## src/rtl/rxflag_pkg.sv

```systemverilog
// Purpose: Shared constants and types for the receiver flag and interrupt enable block.
// Assumes: 32-bit APB, one register per aligned word.
// Notes:   Offsets are chosen locally; both registers are 8 bits wide in the low lane.
package rxflag_pkg;

    // ========================================================================
    // Register map
    // ========================================================================
    localparam logic [7:0] FLAGS_OFFSET   = 8'h00;
    localparam logic [7:0] ENABLES_OFFSET = 8'h04;
    localparam logic [7:0] FLAGS_RESET    = 8'h00;
    localparam logic [7:0] ENABLES_RESET  = 8'h00;

    // ========================================================================
    // Bit positions
    // ========================================================================
    localparam int WAKEUP_BIT    = 7;
    localparam int CHANGE_BIT    = 6;
    localparam int RXSTATE_LSB   = 4;
    localparam int TXSTATE_LSB   = 2;
    localparam int OVERRUN_BIT   = 1;
    localparam int RXFULL_BIT    = 0;

    // ========================================================================
    // Error counter thresholds
    // ========================================================================
    localparam logic [8:0] WARN_LIMIT = 9'h060;
    localparam logic [8:0] ERR_LIMIT  = 9'h07f;
    localparam logic [8:0] OFF_LIMIT  = 9'h0ff;

    localparam logic [1:0] STATE_OK   = 2'h0;
    localparam logic [1:0] STATE_WARN = 2'h1;
    localparam logic [1:0] STATE_ERR  = 2'h2;
    localparam logic [1:0] STATE_OFF  = 2'h3;

    localparam logic [1:0] SENS_NEVER = 2'h0;
    localparam logic [1:0] SENS_OFF   = 2'h1;
    localparam logic [1:0] SENS_ERR   = 2'h2;

    typedef struct packed {
        logic       wakeup_flag;
        logic       bus_status_change_flag;
        logic [1:0] receiver_state_field;
        logic [1:0] transmitter_state_field;
        logic       overrun_flag;
        logic       receive_buffer_full_flag;
    } flags_type;

    typedef struct packed {
        logic       wakeup_irq_enable;
        logic       bus_status_change_irq_enable;
        logic [1:0] receiver_state_sensitivity;
        logic [1:0] transmitter_state_sensitivity;
        logic       overrun_irq_enable;
        logic       receive_full_irq_enable;
    } enables_type;

    typedef struct packed {
        flags_type   flags;
        enables_type enables;
        logic [31:0] prdata;
    } state_type;

endpackage : rxflag_pkg

```

## src/rtl/can_rx_flags_and_irq_enables.sv

```systemverilog
// Purpose: Receiver flag and receiver interrupt enable registers of a CAN controller.
// Assumes: Error counters, FIFO events and init handshake come from neighbouring logic.
// Notes:   Zero-wait APB slave; unmapped addresses read zero and drop writes.
//
// Decided for this implementation: the APB slave port and the register addresses.
`timescale 1ns/1ns

module can_rx_flags_and_irq_enables (
    input  wire logic       pclk,
    input  wire logic       presetn,
    input  wire logic       psel,
    input  wire logic       penable,
    input  wire logic       pwrite,
    input  wire logic [7:0] paddr,
    input  wire logic [31:0] pwdata,
    input  wire logic [3:0] pstrb,
    output logic      [31:0] prdata,
    output logic            pready,
    output logic            pslverr,
    input  wire logic       init_mode_request,
    input  wire logic       init_mode_acknowledge,
    input  wire logic [8:0] tx_error_count,
    input  wire logic [8:0] rx_error_count,
    input  wire logic       wakeup_event,
    input  wire logic       overrun_event,
    input  wire logic       message_shift,
    input  wire logic       message_correct,
    output logic            fifo_advance_allow,
    output logic            wakeup_irq,
    output logic            error_irq,
    output logic            receive_irq
);

    // ========================================================================
    // State classification
    // ========================================================================
    function automatic logic [1:0] tx_class(input logic [8:0] cnt);
        if (cnt > rxflag_pkg::OFF_LIMIT) begin
            tx_class = rxflag_pkg::STATE_OFF;
        end else if (cnt > rxflag_pkg::ERR_LIMIT) begin
            tx_class = rxflag_pkg::STATE_ERR;
        end else if (cnt > rxflag_pkg::WARN_LIMIT) begin
            tx_class = rxflag_pkg::STATE_WARN;
        end else begin
            tx_class = rxflag_pkg::STATE_OK;
        end
    endfunction : tx_class

    // Sensitivity decides whether a move from a to b is worth a change flag.
    function automatic logic sens_hit(input logic [1:0] s, input logic [1:0] a,
                                      input logic [1:0] b);
        logic off_move;
        logic err_move;
        off_move = (a == rxflag_pkg::STATE_OFF) != (b == rxflag_pkg::STATE_OFF);
        err_move = (a[1]) != (b[1]);
        if (a == b) begin
            sens_hit = 1'b0;
        end else if (s == rxflag_pkg::SENS_NEVER) begin
            sens_hit = 1'b0;
        end else if (s == rxflag_pkg::SENS_OFF) begin
            sens_hit = off_move;
        end else if (s == rxflag_pkg::SENS_ERR) begin
            sens_hit = err_move | off_move;
        end else begin
            sens_hit = 1'b1;
        end
    endfunction : sens_hit

    rxflag_pkg::state_type state_q;
    rxflag_pkg::state_type state_d;

    logic       in_init;
    logic       wr_access;
    logic       rd_setup;
    logic [1:0] tx_now;
    logic [1:0] rx_now;
    logic       change_event;
    logic       hit_flags;
    logic       hit_enables;

    assign in_init     = init_mode_request & init_mode_acknowledge;
    assign wr_access   = psel & penable & pwrite & pstrb[0];
    assign rd_setup    = psel & ~penable & ~pwrite;
    assign hit_flags   = (paddr == rxflag_pkg::FLAGS_OFFSET);
    assign hit_enables = (paddr == rxflag_pkg::ENABLES_OFFSET);
    assign tx_now      = tx_class(tx_error_count);
    // Bus-off of the transmitter overrides the receiver; leaving it lands at the counter class.
    assign rx_now      = (tx_now == rxflag_pkg::STATE_OFF) ? rxflag_pkg::STATE_OFF :
                         (rx_error_count > rxflag_pkg::ERR_LIMIT) ? rxflag_pkg::STATE_ERR :
                         (rx_error_count > rxflag_pkg::WARN_LIMIT) ? rxflag_pkg::STATE_WARN :
                         rxflag_pkg::STATE_OK;

    // Hidden change is only scanned while no change flag is pending.
    assign change_event = ~in_init & ~state_q.flags.bus_status_change_flag &
        (sens_hit(state_q.enables.receiver_state_sensitivity,
                  state_q.flags.receiver_state_field, rx_now) |
         sens_hit(state_q.enables.transmitter_state_sensitivity,
                  state_q.flags.transmitter_state_field, tx_now));

    // ========================================================================
    // Next state
    // ========================================================================
    always_comb begin
        state_d = state_q;
        if (rd_setup) begin
            state_d.prdata = 32'h0000_0000;
            if (hit_flags) begin
                state_d.prdata[7:0] = state_q.flags;
            end else if (hit_enables) begin
                state_d.prdata[7:0] = state_q.enables;
            end
        end

        // Status fields track the counters unless a change flag is pending.
        if (~state_q.flags.bus_status_change_flag) begin
            state_d.flags.receiver_state_field    = rx_now;
            state_d.flags.transmitter_state_field = tx_now;
        end

        if (in_init) begin
            // Sticky flags go to reset; status fields keep running.
            state_d.flags.wakeup_flag              = 1'b0;
            state_d.flags.bus_status_change_flag   = 1'b0;
            state_d.flags.overrun_flag             = 1'b0;
            state_d.flags.receive_buffer_full_flag = 1'b0;
            state_d.enables.wakeup_irq_enable            = 1'b0;
            state_d.enables.bus_status_change_irq_enable = 1'b0;
            state_d.enables.overrun_irq_enable           = 1'b0;
            state_d.enables.receive_full_irq_enable      = 1'b0;
        end else begin
            if (wr_access && hit_flags) begin
                // Write one clears; zeros and status positions are ignored.
                if (pwdata[rxflag_pkg::WAKEUP_BIT]) begin
                    state_d.flags.wakeup_flag = 1'b0;
                end
                if (pwdata[rxflag_pkg::CHANGE_BIT]) begin
                    state_d.flags.bus_status_change_flag = 1'b0;
                end
                if (pwdata[rxflag_pkg::OVERRUN_BIT]) begin
                    state_d.flags.overrun_flag = 1'b0;
                end
                if (pwdata[rxflag_pkg::RXFULL_BIT]) begin
                    state_d.flags.receive_buffer_full_flag = 1'b0;
                end
            end
            if (wr_access && hit_enables) begin
                state_d.enables = pwdata[7:0];
            end
            // Events win over a clear in the same cycle.
            if (wakeup_event) begin
                state_d.flags.wakeup_flag = 1'b1;
            end
            if (change_event) begin
                state_d.flags.bus_status_change_flag = 1'b1;
            end
            if (overrun_event) begin
                state_d.flags.overrun_flag = 1'b1;
            end
            if (message_shift && message_correct && fifo_advance_allow) begin
                state_d.flags.receive_buffer_full_flag = 1'b1;
            end
        end
    end

    always_ff @(posedge pclk or negedge presetn) begin
        if (!presetn) begin
            state_q.flags   <= rxflag_pkg::FLAGS_RESET;
            state_q.enables <= rxflag_pkg::ENABLES_RESET;
            state_q.prdata  <= 32'h0000_0000;
        end else begin
            state_q <= state_d;
        end
    end

    // ========================================================================
    // Outputs
    // ========================================================================
    assign prdata  = state_q.prdata;
    assign pready  = 1'b1;
    assign pslverr = 1'b0;
    assign fifo_advance_allow = ~state_q.flags.receive_buffer_full_flag;
    assign wakeup_irq  = state_q.flags.wakeup_flag &
                         state_q.enables.wakeup_irq_enable;
    assign error_irq   = (state_q.flags.bus_status_change_flag &
                          state_q.enables.bus_status_change_irq_enable) |
                         (state_q.flags.overrun_flag &
                          state_q.enables.overrun_irq_enable);
    assign receive_irq = state_q.flags.receive_buffer_full_flag &
                         state_q.enables.receive_full_irq_enable;

    // ========================================================================
    // Checks
    // ========================================================================
    a_tx_state_match: assert property (@(posedge pclk) disable iff (!presetn)
        $rose(state_q.flags.bus_status_change_flag) |->
            state_q.flags.transmitter_state_field == $past(tx_now))
        else $error("transmit state does not match counter at change flag");

    a_state_frozen: assert property (@(posedge pclk) disable iff (!presetn)
        state_q.flags.bus_status_change_flag && $past(state_q.flags.bus_status_change_flag)
            |-> $stable(state_q.flags.receiver_state_field))
        else $error("receiver state moved while change flag pending");

    a_overrun_set: assert property (@(posedge pclk) disable iff (!presetn)
        (overrun_event && !in_init) |=> state_q.flags.overrun_flag)
        else $error("overrun event did not set flag");

    a_full_set: assert property (@(posedge pclk) disable iff (!presetn)
        (message_shift && message_correct && fifo_advance_allow && !in_init)
            |=> state_q.flags.receive_buffer_full_flag)
        else $error("correct message did not set full flag");

    a_fifo_block: assert property (@(posedge pclk) disable iff (!presetn)
        (state_q.flags.receive_buffer_full_flag && !in_init &&
         !(wr_access && hit_flags && pwdata[rxflag_pkg::RXFULL_BIT]))
            |=> (state_q.flags.receive_buffer_full_flag && !fifo_advance_allow))
        else $error("fifo released without a clear of the full flag");

    a_rx_irq: assert property (@(posedge pclk) disable iff (!presetn)
        receive_irq == (state_q.flags.receive_buffer_full_flag &&
                        state_q.enables.receive_full_irq_enable))
        else $error("receive interrupt does not follow flag and enable");

    a_busoff_rx: assert property (@(posedge pclk) disable iff (!presetn)
        (tx_error_count > rxflag_pkg::OFF_LIMIT && !state_q.flags.bus_status_change_flag)
            |=> state_q.flags.receiver_state_field == rxflag_pkg::STATE_OFF)
        else $error("receiver field not bus-off above 255");

    a_init_enables: assert property (@(posedge pclk) disable iff (!presetn)
        in_init |=> (state_q.enables.wakeup_irq_enable == 1'b0 &&
                     state_q.enables.overrun_irq_enable == 1'b0))
        else $error("enables not held in reset during init");

    a_sens_kept: assert property (@(posedge pclk) disable iff (!presetn)
        in_init |=> $stable(state_q.enables.receiver_state_sensitivity))
        else $error("sensitivity changed in init mode");

    a_clear_one: assert property (@(posedge pclk) disable iff (!presetn)
        (wr_access && hit_flags && !in_init && !pwdata[rxflag_pkg::OVERRUN_BIT] &&
         state_q.flags.overrun_flag) |=> state_q.flags.overrun_flag)
        else $error("writing zero cleared overrun flag");

    a_wake_gate: assert property (@(posedge pclk) disable iff (!presetn)
        !state_q.enables.wakeup_irq_enable |-> !wakeup_irq)
        else $error("wake-up request while masked");

    a_wake_set: assert property (@(posedge pclk) disable iff (!presetn)
        (wakeup_event && !in_init) |=> state_q.flags.wakeup_flag)
        else $error("wake-up event did not set flag");

    a_error_gate: assert property (@(posedge pclk) disable iff (!presetn)
        (!state_q.enables.bus_status_change_irq_enable &&
         !state_q.enables.overrun_irq_enable) |-> !error_irq)
        else $error("error request while both sources masked");

    a_init_flags: assert property (@(posedge pclk) disable iff (!presetn)
        in_init |=> (!state_q.flags.wakeup_flag && !state_q.flags.bus_status_change_flag &&
                     !state_q.flags.overrun_flag && !state_q.flags.receive_buffer_full_flag))
        else $error("sticky flags not held in reset during init");

    a_init_track: assert property (@(posedge pclk) disable iff (!presetn)
        (in_init && !state_q.flags.bus_status_change_flag)
            |=> state_q.flags.transmitter_state_field == $past(tx_now))
        else $error("transmit state stopped following counter in init");

    a_tx_warn: assert property (@(posedge pclk) disable iff (!presetn)
        (!state_q.flags.bus_status_change_flag && tx_error_count > rxflag_pkg::WARN_LIMIT &&
         tx_error_count <= rxflag_pkg::ERR_LIMIT)
            |=> state_q.flags.transmitter_state_field == rxflag_pkg::STATE_WARN)
        else $error("transmit state not warning in warning band");

    a_tx_err: assert property (@(posedge pclk) disable iff (!presetn)
        (!state_q.flags.bus_status_change_flag && tx_error_count > rxflag_pkg::ERR_LIMIT &&
         tx_error_count <= rxflag_pkg::OFF_LIMIT)
            |=> state_q.flags.transmitter_state_field == rxflag_pkg::STATE_ERR)
        else $error("transmit state not error in error band");

    a_rx_ok: assert property (@(posedge pclk) disable iff (!presetn)
        (!state_q.flags.bus_status_change_flag && tx_error_count <= rxflag_pkg::OFF_LIMIT &&
         rx_error_count <= rxflag_pkg::WARN_LIMIT)
            |=> state_q.flags.receiver_state_field == rxflag_pkg::STATE_OK)
        else $error("receiver state not ok outside bus-off");

    a_sens_never: assert property (@(posedge pclk) disable iff (!presetn)
        (!state_q.flags.bus_status_change_flag &&
         state_q.enables.receiver_state_sensitivity == rxflag_pkg::SENS_NEVER &&
         state_q.enables.transmitter_state_sensitivity == rxflag_pkg::SENS_NEVER)
            |=> !state_q.flags.bus_status_change_flag)
        else $error("change flag set with both sensitivities off");

    a_enable_write: assert property (@(posedge pclk) disable iff (!presetn)
        (wr_access && hit_enables && !in_init) |=> state_q.enables == $past(pwdata[7:0]))
        else $error("enable write did not land");

endmodule : can_rx_flags_and_irq_enables

```

## config.mk

```make
export PLATFORM = sky130hd
export DESIGN_NAME = can_rx_flags_and_irq_enables
export DESIGN_NICKNAME = d
export VERILOG_FILES = /design/src/rtl/rxflag_pkg.sv /design/src/rtl/can_rx_flags_and_irq_enables.sv
export SDC_FILE = /design/constraint.sdc
export NUM_CORES = 1
export LEC_CHECK = 0
export ABC_CLOCK_PERIOD_IN_PS = 1280
export BUFFER_PORTS_ARGS = -buffer_cell sky130_fd_sc_hd__buf_2
export CAP_MARGIN = 5
export CORE_ASPECT_RATIO = 0.5
export CORE_UTILIZATION = 38
export CTS_BUF_LIST = sky130_fd_sc_hd__clkbuf_8
export CTS_CLUSTER_SIZE = 8
export DETAILED_ROUTE_END_ITERATION = 12
export HOLD_SLACK_MARGIN = 0.15
export PLACE_DENSITY_LB_ADDON = 0.08
export SLEW_MARGIN = 20
export SYNTH_ARGS = -nofsm -noshare
export SYNTH_HDL_FRONTEND = slang
export SYNTH_SLANG_ARGS = --single-unit
export TNS_END_PERCENT = 30
```

## constraint.sdc

```tcl
create_clock -name pclk -period 1.28 [get_ports pclk]
set_clock_uncertainty 0.05 [all_clocks]
set_input_delay 0 -clock pclk [delete_from_list [all_inputs] [get_ports pclk]]
set_output_delay 0 -clock pclk [all_outputs]
set_load 0.005 [all_outputs]
```

==> impl_results.md, run 1 <==
- Area Overhead vs Synth: 43.6%
- Crit path time final: 1380 ps
- Multi-input logic area: 796 sq um
- Setup TNS: -310 ps
- Global-route wire length before repair: 5630 um
- GR Overflow Total: 0
- Critical Path AT: 1540 ps
- Worst path max stage delay: 490 ps
- Core Area: 0.00366 sq mm
- Initial antenna violation count: 0
- Worst hold-check path type: primary input to flip-flop
- Mapped Cells: 169
- Cell area after synthesis: 0.00155 sq mm
- H-tree depth: 1
- Drt drc: 0
- Avg Cell Area, Syn: 9.14 sq um
- Status: finished with violations
- CP max-delay cell: or4_1
- Fmax: 727 MHz
- Maximum fanout along the worst path: 2
- CP top delay family: simple AND/OR/NAND/NOR gates
- Vias in the first global route: 1254
- Top Ports: 111
- Core Util, Final: 60.6%
- Warnings, synthesis: 0
- Max-slew violation count: 0
- HPWL Detailed: 2580 um
- Peak supply drop: 0.431 mV
- Post-route ant nets: 0
- Post-DR vias/cell: 4.63
- Pwr dens: 864 mW/mm^2
- Most common cell after layout, fill and taps aside: buf_2
- Gr usage total: 17.5%
- Most frequent cells in the layout: 56 x buf_2, 26 x conb_1, 24 x dfrtp_1, 23 x dlygate4sd3_1, 20 x buf_4
- Worst Path Buf+Inv: 1
- Fin area: 0.00222 sq mm
- Yosys reg bits: 24
- Die Y: 47.1 um
- CTS tree: yes
- Deepest clock path buffer count: 2
- Final Setup Violations: 5
- Failing checks: negative setup slack
- Placed cell areas: 0.00185 sq mm
- Number of max-cap violations: 0
- Hold slack: 112 ps
- Clock sink total: 24
- Row Count: 15
- Die area: 0.00434 sq mm
- CP required: 1440 ps
- Nets: 332
- # port buffers: 57
- Period Utilization, post-route: 107%
- Ys async rst share: 100%
- Leak: 1.09 nW
- CP Cell Sequence: inv_1 -> nor3_1 -> or4_1 -> a21oi_1 -> a211o_1
- Filler instances: 346
- Pre-antenna DRT Iters: 4
- Layout cells sized above 1: 37.6%
- Reg clk slew, reported paths: 80 ps
- Root buffer cell: clkbuf_8
- Antenna cells: 0
- Final Hold Fails: 0
- Die width: 92.2 um
- Routed wire per std cell: 11.8 um
- DR iter-0 viols: 44
- Slew @ Worst Pin: 543 ps
- Vias: 1430
- Register area share after synthesis: 38.9%
- Total CTS buffers: 3
- Worst setup SP type: flip-flop
- RSZ-0062 raised after global routing: true
- Setup WS pre-CTS: -383 ps
- EDFF count, synth: 0
- Slew HR: 63.8%
- Initial cell density of the core: 42.2%
- Yosys cell types: 38
- Final WS setup: -95.8 ps
- Post-synth top flop: dfrtp_1
- Drt total wl: 3650 um
- Register Area: 601 sq um
- Critical path class: flip-flop to flip-flop
- Pin count of the biggest net entering global routing: 25
- Critical Path Sink Type: flip-flop
- Gpl congestion: 0.737
- Cts hold-fix bufs: 23
- Worst-Skew Late Latency: 270 ps
-- per-stage QoR --
step	std cells	power (mW)
after floorplan	193	1.11
after global placement	281	1.18
after detailed placement	281	1.19
after CTS	308	1.92
after global routing	309	2.02
final	309	1.92
-- per-layer routing --
layer  wire length, um  share of wire, %  global-route usage (%)
met5                 0                 0                       0
met3               300               8.2                    4.53
met1              1640                45                    21.0
met4                29              0.79                    4.69
met2              1680                46                    32.8
-- synth_stat cells (2+ instances only) --
cell type	instances	share of area [%]
and2_1	3	1.2
a21oi_1	19	6.2
nand2_1	9	2.2
nor3_1	3	0.97
nor2_1	18	4.4
clkbuf_1	4	0.97
or3_1	2	0.81
nand4_1	2	0.81
nor4_1	3	1.2
inv_1	4	0.97
mux2i_1	4	2.6
or4_1	2	0.97
conb_1	2	0.49
mux2_2	4	2.9
a22oi_1	8	3.9
buf_4	34	17
dfrtp_1	24	39
o21ai_0	4	1.3
-- final cells by class --
type	instances	area share (%)
Inverter	4	0.677
Clock buffer	3	1.86
Multi-Input combinational cell	126	35.9
Tap cell	51	2.88
Sequential cell	24	27.1
Timing Repair Buffer	100	30.3
Clock inverter	1	1.35
-- worst reg2reg max path, cell delays in order (launching register included) --
cell	delay, ps
dfrtp_1	380
inv_1	70
nor3_1	50
or4_1	490
a21oi_1	150
a211o_1	140
-- power breakdown --
| part | internal [mW] | switching (mW) | total, mW |
|---|---|---|---|
| clock | 0.419 | 0.259 | 0.678 |
| sequential | 0.815 | 0.0351 | 0.851 |
| combinational | 0.211 | 0.178 | 0.389 |
| total | 1.44 | 0.472 | 1.92 |
-- timing repair --
action	in CTS	in global routing
setup buffers	0	1
pin swaps	3	6
resized for setup	3	8
cloned	0	0
endpoints found under the hold margin	46	1
setup endpoints to repair	5	9
-- final timing paths --
check,start,end,slack [ps],cells past startpoint
max,state_q[45]$_DFFE_PN0N_,state_q[46]$_DFFE_PN0P_,-100,5
min,tx_error_count[1],state_q[42]$_DFFE_PN0N_,110,4
max reg2reg,state_q[45]$_DFFE_PN0N_,state_q[46]$_DFFE_PN0P_,-100,5
min reg2reg,prdata[4]$_DFFE_PN0P_,prdata[4]$_DFFE_PN0P_,480,2
max in group asynchronous,presetn,prdata[2]$_DFFE_PN0P_,620,2
min in group asynchronous,presetn,state_q[34]$_DFFE_PN0P_,190,2
-- cells by family after synthesis --
family                 share of synthesized area (%)
AO/OA/AOI/OAI                                   17.6
XOR/XNOR                                        1.13
buffers and inverters                           18.8
flip-flops                                      38.9
multiplexers                                    5.51
other                                          0.486
AND/OR/NAND/NOR                                 17.7
-- state kept, by name (all words and copies together) (netlist names) --
name and cells:
state_q 16, prdata 8
(Power assumes the default switching activity.)
==> inputs of run 2 (changes only) <==
ABC_CLOCK_PERIOD_IN_PS = 1400   (was 1280)
CORE_UTILIZATION = 42   (was 38)
SKIP_LAST_GASP = 1   (was unset)
clock period = 1.4 ns   (was 1.28 ns; I/O delays follow)
==> run 2 against run 1 <==
Net effect:
- the flow still finishes with violations (negative setup slack)
- clock power down 9.1%
- critical path depth unchanged
- die area fell by 9.2%
- combinational power shrank 11%
- sequential share of layout area up 0.79 points
- hold slack improved by 8.4 ps
- critical path type unchanged
- core utilization up 1.5 points
==> impl_results.md, run 2 (synthesis gave the netlist of run 1 again) <==
- Leak: 1.07 nW
- Initial antenna violation count: 0
- Worst hold-check path type: primary input to flip-flop
- Global-route wire length before repair: 5790 um
- Max-slew violation count: 0
- Largest registers: state_q x16, prdata x8
- Reg clk slew, reported paths: 80 ps
- Final Hold Fails: 0
- Period Utilization, post-route: 103%
- Core Util, Final: 62.1%
- M3 GR Usage: 2.93%
- Worst setup SP type: flip-flop
- Gr usage total: 19.4%
- Row Count: 15
- Post-DR vias/cell: 4.76
- Final WS setup: -42.4 ps
- GR Layer Usage met1: 24.8%
- GRT busiest layer: met2
- Worst path max stage delay: 530 ps
- RSZ-0062 raised after global routing: true
- CP Cell Sequence: buf_6 -> a21oi_1 -> or4_1 -> a21oi_2 -> a211o_1
- Status: finished with violations
- Deepest clock path buffer count: 2
- HPWL Detailed: 2520 um
- GRT met2 Usage: 35.8%
- Drt drc: 0
- CP required: 1560 ps
- Biggest register: state_q
- Worst Path Buf+Inv: 1
- Maximum fanout along the worst path: 2
- Layout cells sized above 1: 36.5%
- Crit path time final: 1440 ps
- # port buffers: 57
- Most common cell after layout, fill and taps aside: buf_2
- Number of flip-flops in the largest register: 16
- Pin count of the biggest net entering global routing: 25
- Critical Path AT: 1600 ps
- H-tree depth: 1
- Number of max-cap violations: 0
- Critical path class: flip-flop to flip-flop
- Pwr dens: 808 mW/mm^2
- CTS tree: yes
- Setup TNS: -42.4 ps
- Most frequent cells in the layout: 57 x buf_2, 26 x conb_1, 24 x dfrtp_1, 22 x dlygate4sd3_1
- Slew @ Worst Pin: 541 ps
- Antenna cells: 0
- Worst-Skew Late Latency: 270 ps
- Slew HR: 64.0%
- Pre-antenna DRT Iters: 4
- Core Area: 0.00347 sq mm
- Die area: 0.00394 sq mm
- Area Overhead vs Synth: 39.5%
- Failing checks: negative setup slack
- Pwr Total: 1.74 mW
- Total CTS buffers: 3
- Drt total wl: 3660 um
- Peak supply drop: 0.375 mV
- Clock sink total: 24
- Setup WS pre-CTS: -225 ps
- Fmax: 693 MHz
- Filler instances: 313
- DR iter-0 viols: 29
- Die Y: 44.9 um
- CP top delay family: simple AND/OR/NAND/NOR gates
- Nets: 329
- Gpl congestion: 0.740
- Vias in the first global route: 1313
- Final Setup Violations: 1
- Initial cell density of the core: 44.5%
- Post-route ant nets: 0
- Root buffer cell: clkbuf_8
- GR Overflow Total: 0
- Vias: 1456
- Routed wire per std cell: 12.0 um
- Top Ports: 111
- CP max-delay cell: or4_1
- Die width: 87.8 um
- Critical Path Sink Type: flip-flop
run 2: cell types whose count changed in the layout (fill, tap and decap cells not counted), moves of 2 or more:
cell	delta
a22oi_2	-2
mux2_2	+3
buf_4	-3
mux2_4	-3
a22oi_1	+2
run 2: metal layers:
metal  routed length (um)  share of wire, %
met5                    0                 0
met3                  198               5.4
met2                 1760                48
met1                 1700                46
met4                   10              0.27
run 2: power by group:
| group | switching, mW | internal, mW | total (mW) | leakage, nW |
|---|---|---|---|---|
| logic | 0.161 | 0.186 | 0.347 | 0.734 |
| clock network | 0.233 | 0.383 | 0.616 | 0.0357 |
| registers | 0.0336 | 0.746 | 0.779 | 0.298 |
| total | 0.428 | 1.31 | 1.74 | 1.07 |
run 2: area by class of cell:
class	count	area (sq um)	area share, %
multi-input combinational	126	761	35.3
timing repair buffer	97	644	29.9
sequential	24	601	27.9
tap	51	63.8	2.96
clock buffer	3	41.3	1.92
clock inverter	1	30.0	1.39
inverter	4	15.0	0.696
run 2: worst min-delay path, stage by stage:
cell and delay [ps]:
buf_2 70, or4_4 120, o32ai_1 70, o21ai_0 140
run 2: timing repair:
action                                  CTS  global route
hold buffers                             22             0
endpoints found under the setup margin    1             5
buffers inserted                          2             0
gates resized for setup                   4             1
hold endpoints to repair                 44             0
pin swaps                                 3             0
run 2: stage by stage:
stage	area, sq um	hold WS (ps)	instances
after floorplan	1640	-346	193
after global placement	1830	-32.5	278
after detailed placement	1830	-26.2	278
after CTS	2150	128	306
after global routing	2160	156	306
final	2160	120	306
run 2: final timing paths:
| check | endpoint | depth (start not counted) | startpoint | slack, ps |
|---|---|---|---|---|
| min reg2reg | prdata[5]$_DFFE_PN0P_ | 2 | prdata[5]$_DFFE_PN0P_ | 480 |
| max | state_q[46]$_DFFE_PN0P_ | 5 | state_q[45]$_DFFE_PN0N_ | -40 |
| min | state_q[42]$_DFFE_PN0N_ | 4 | tx_error_count[0] | 120 |
| min in group asynchronous | prdata[1]$_DFFE_PN0P_ | 2 | presetn | 190 |
| max reg2reg | state_q[46]$_DFFE_PN0P_ | 5 | state_q[45]$_DFFE_PN0N_ | -40 |
| max in group asynchronous | state_q[36]$_DFFE_PN0P_ | 2 | presetn | 740 |
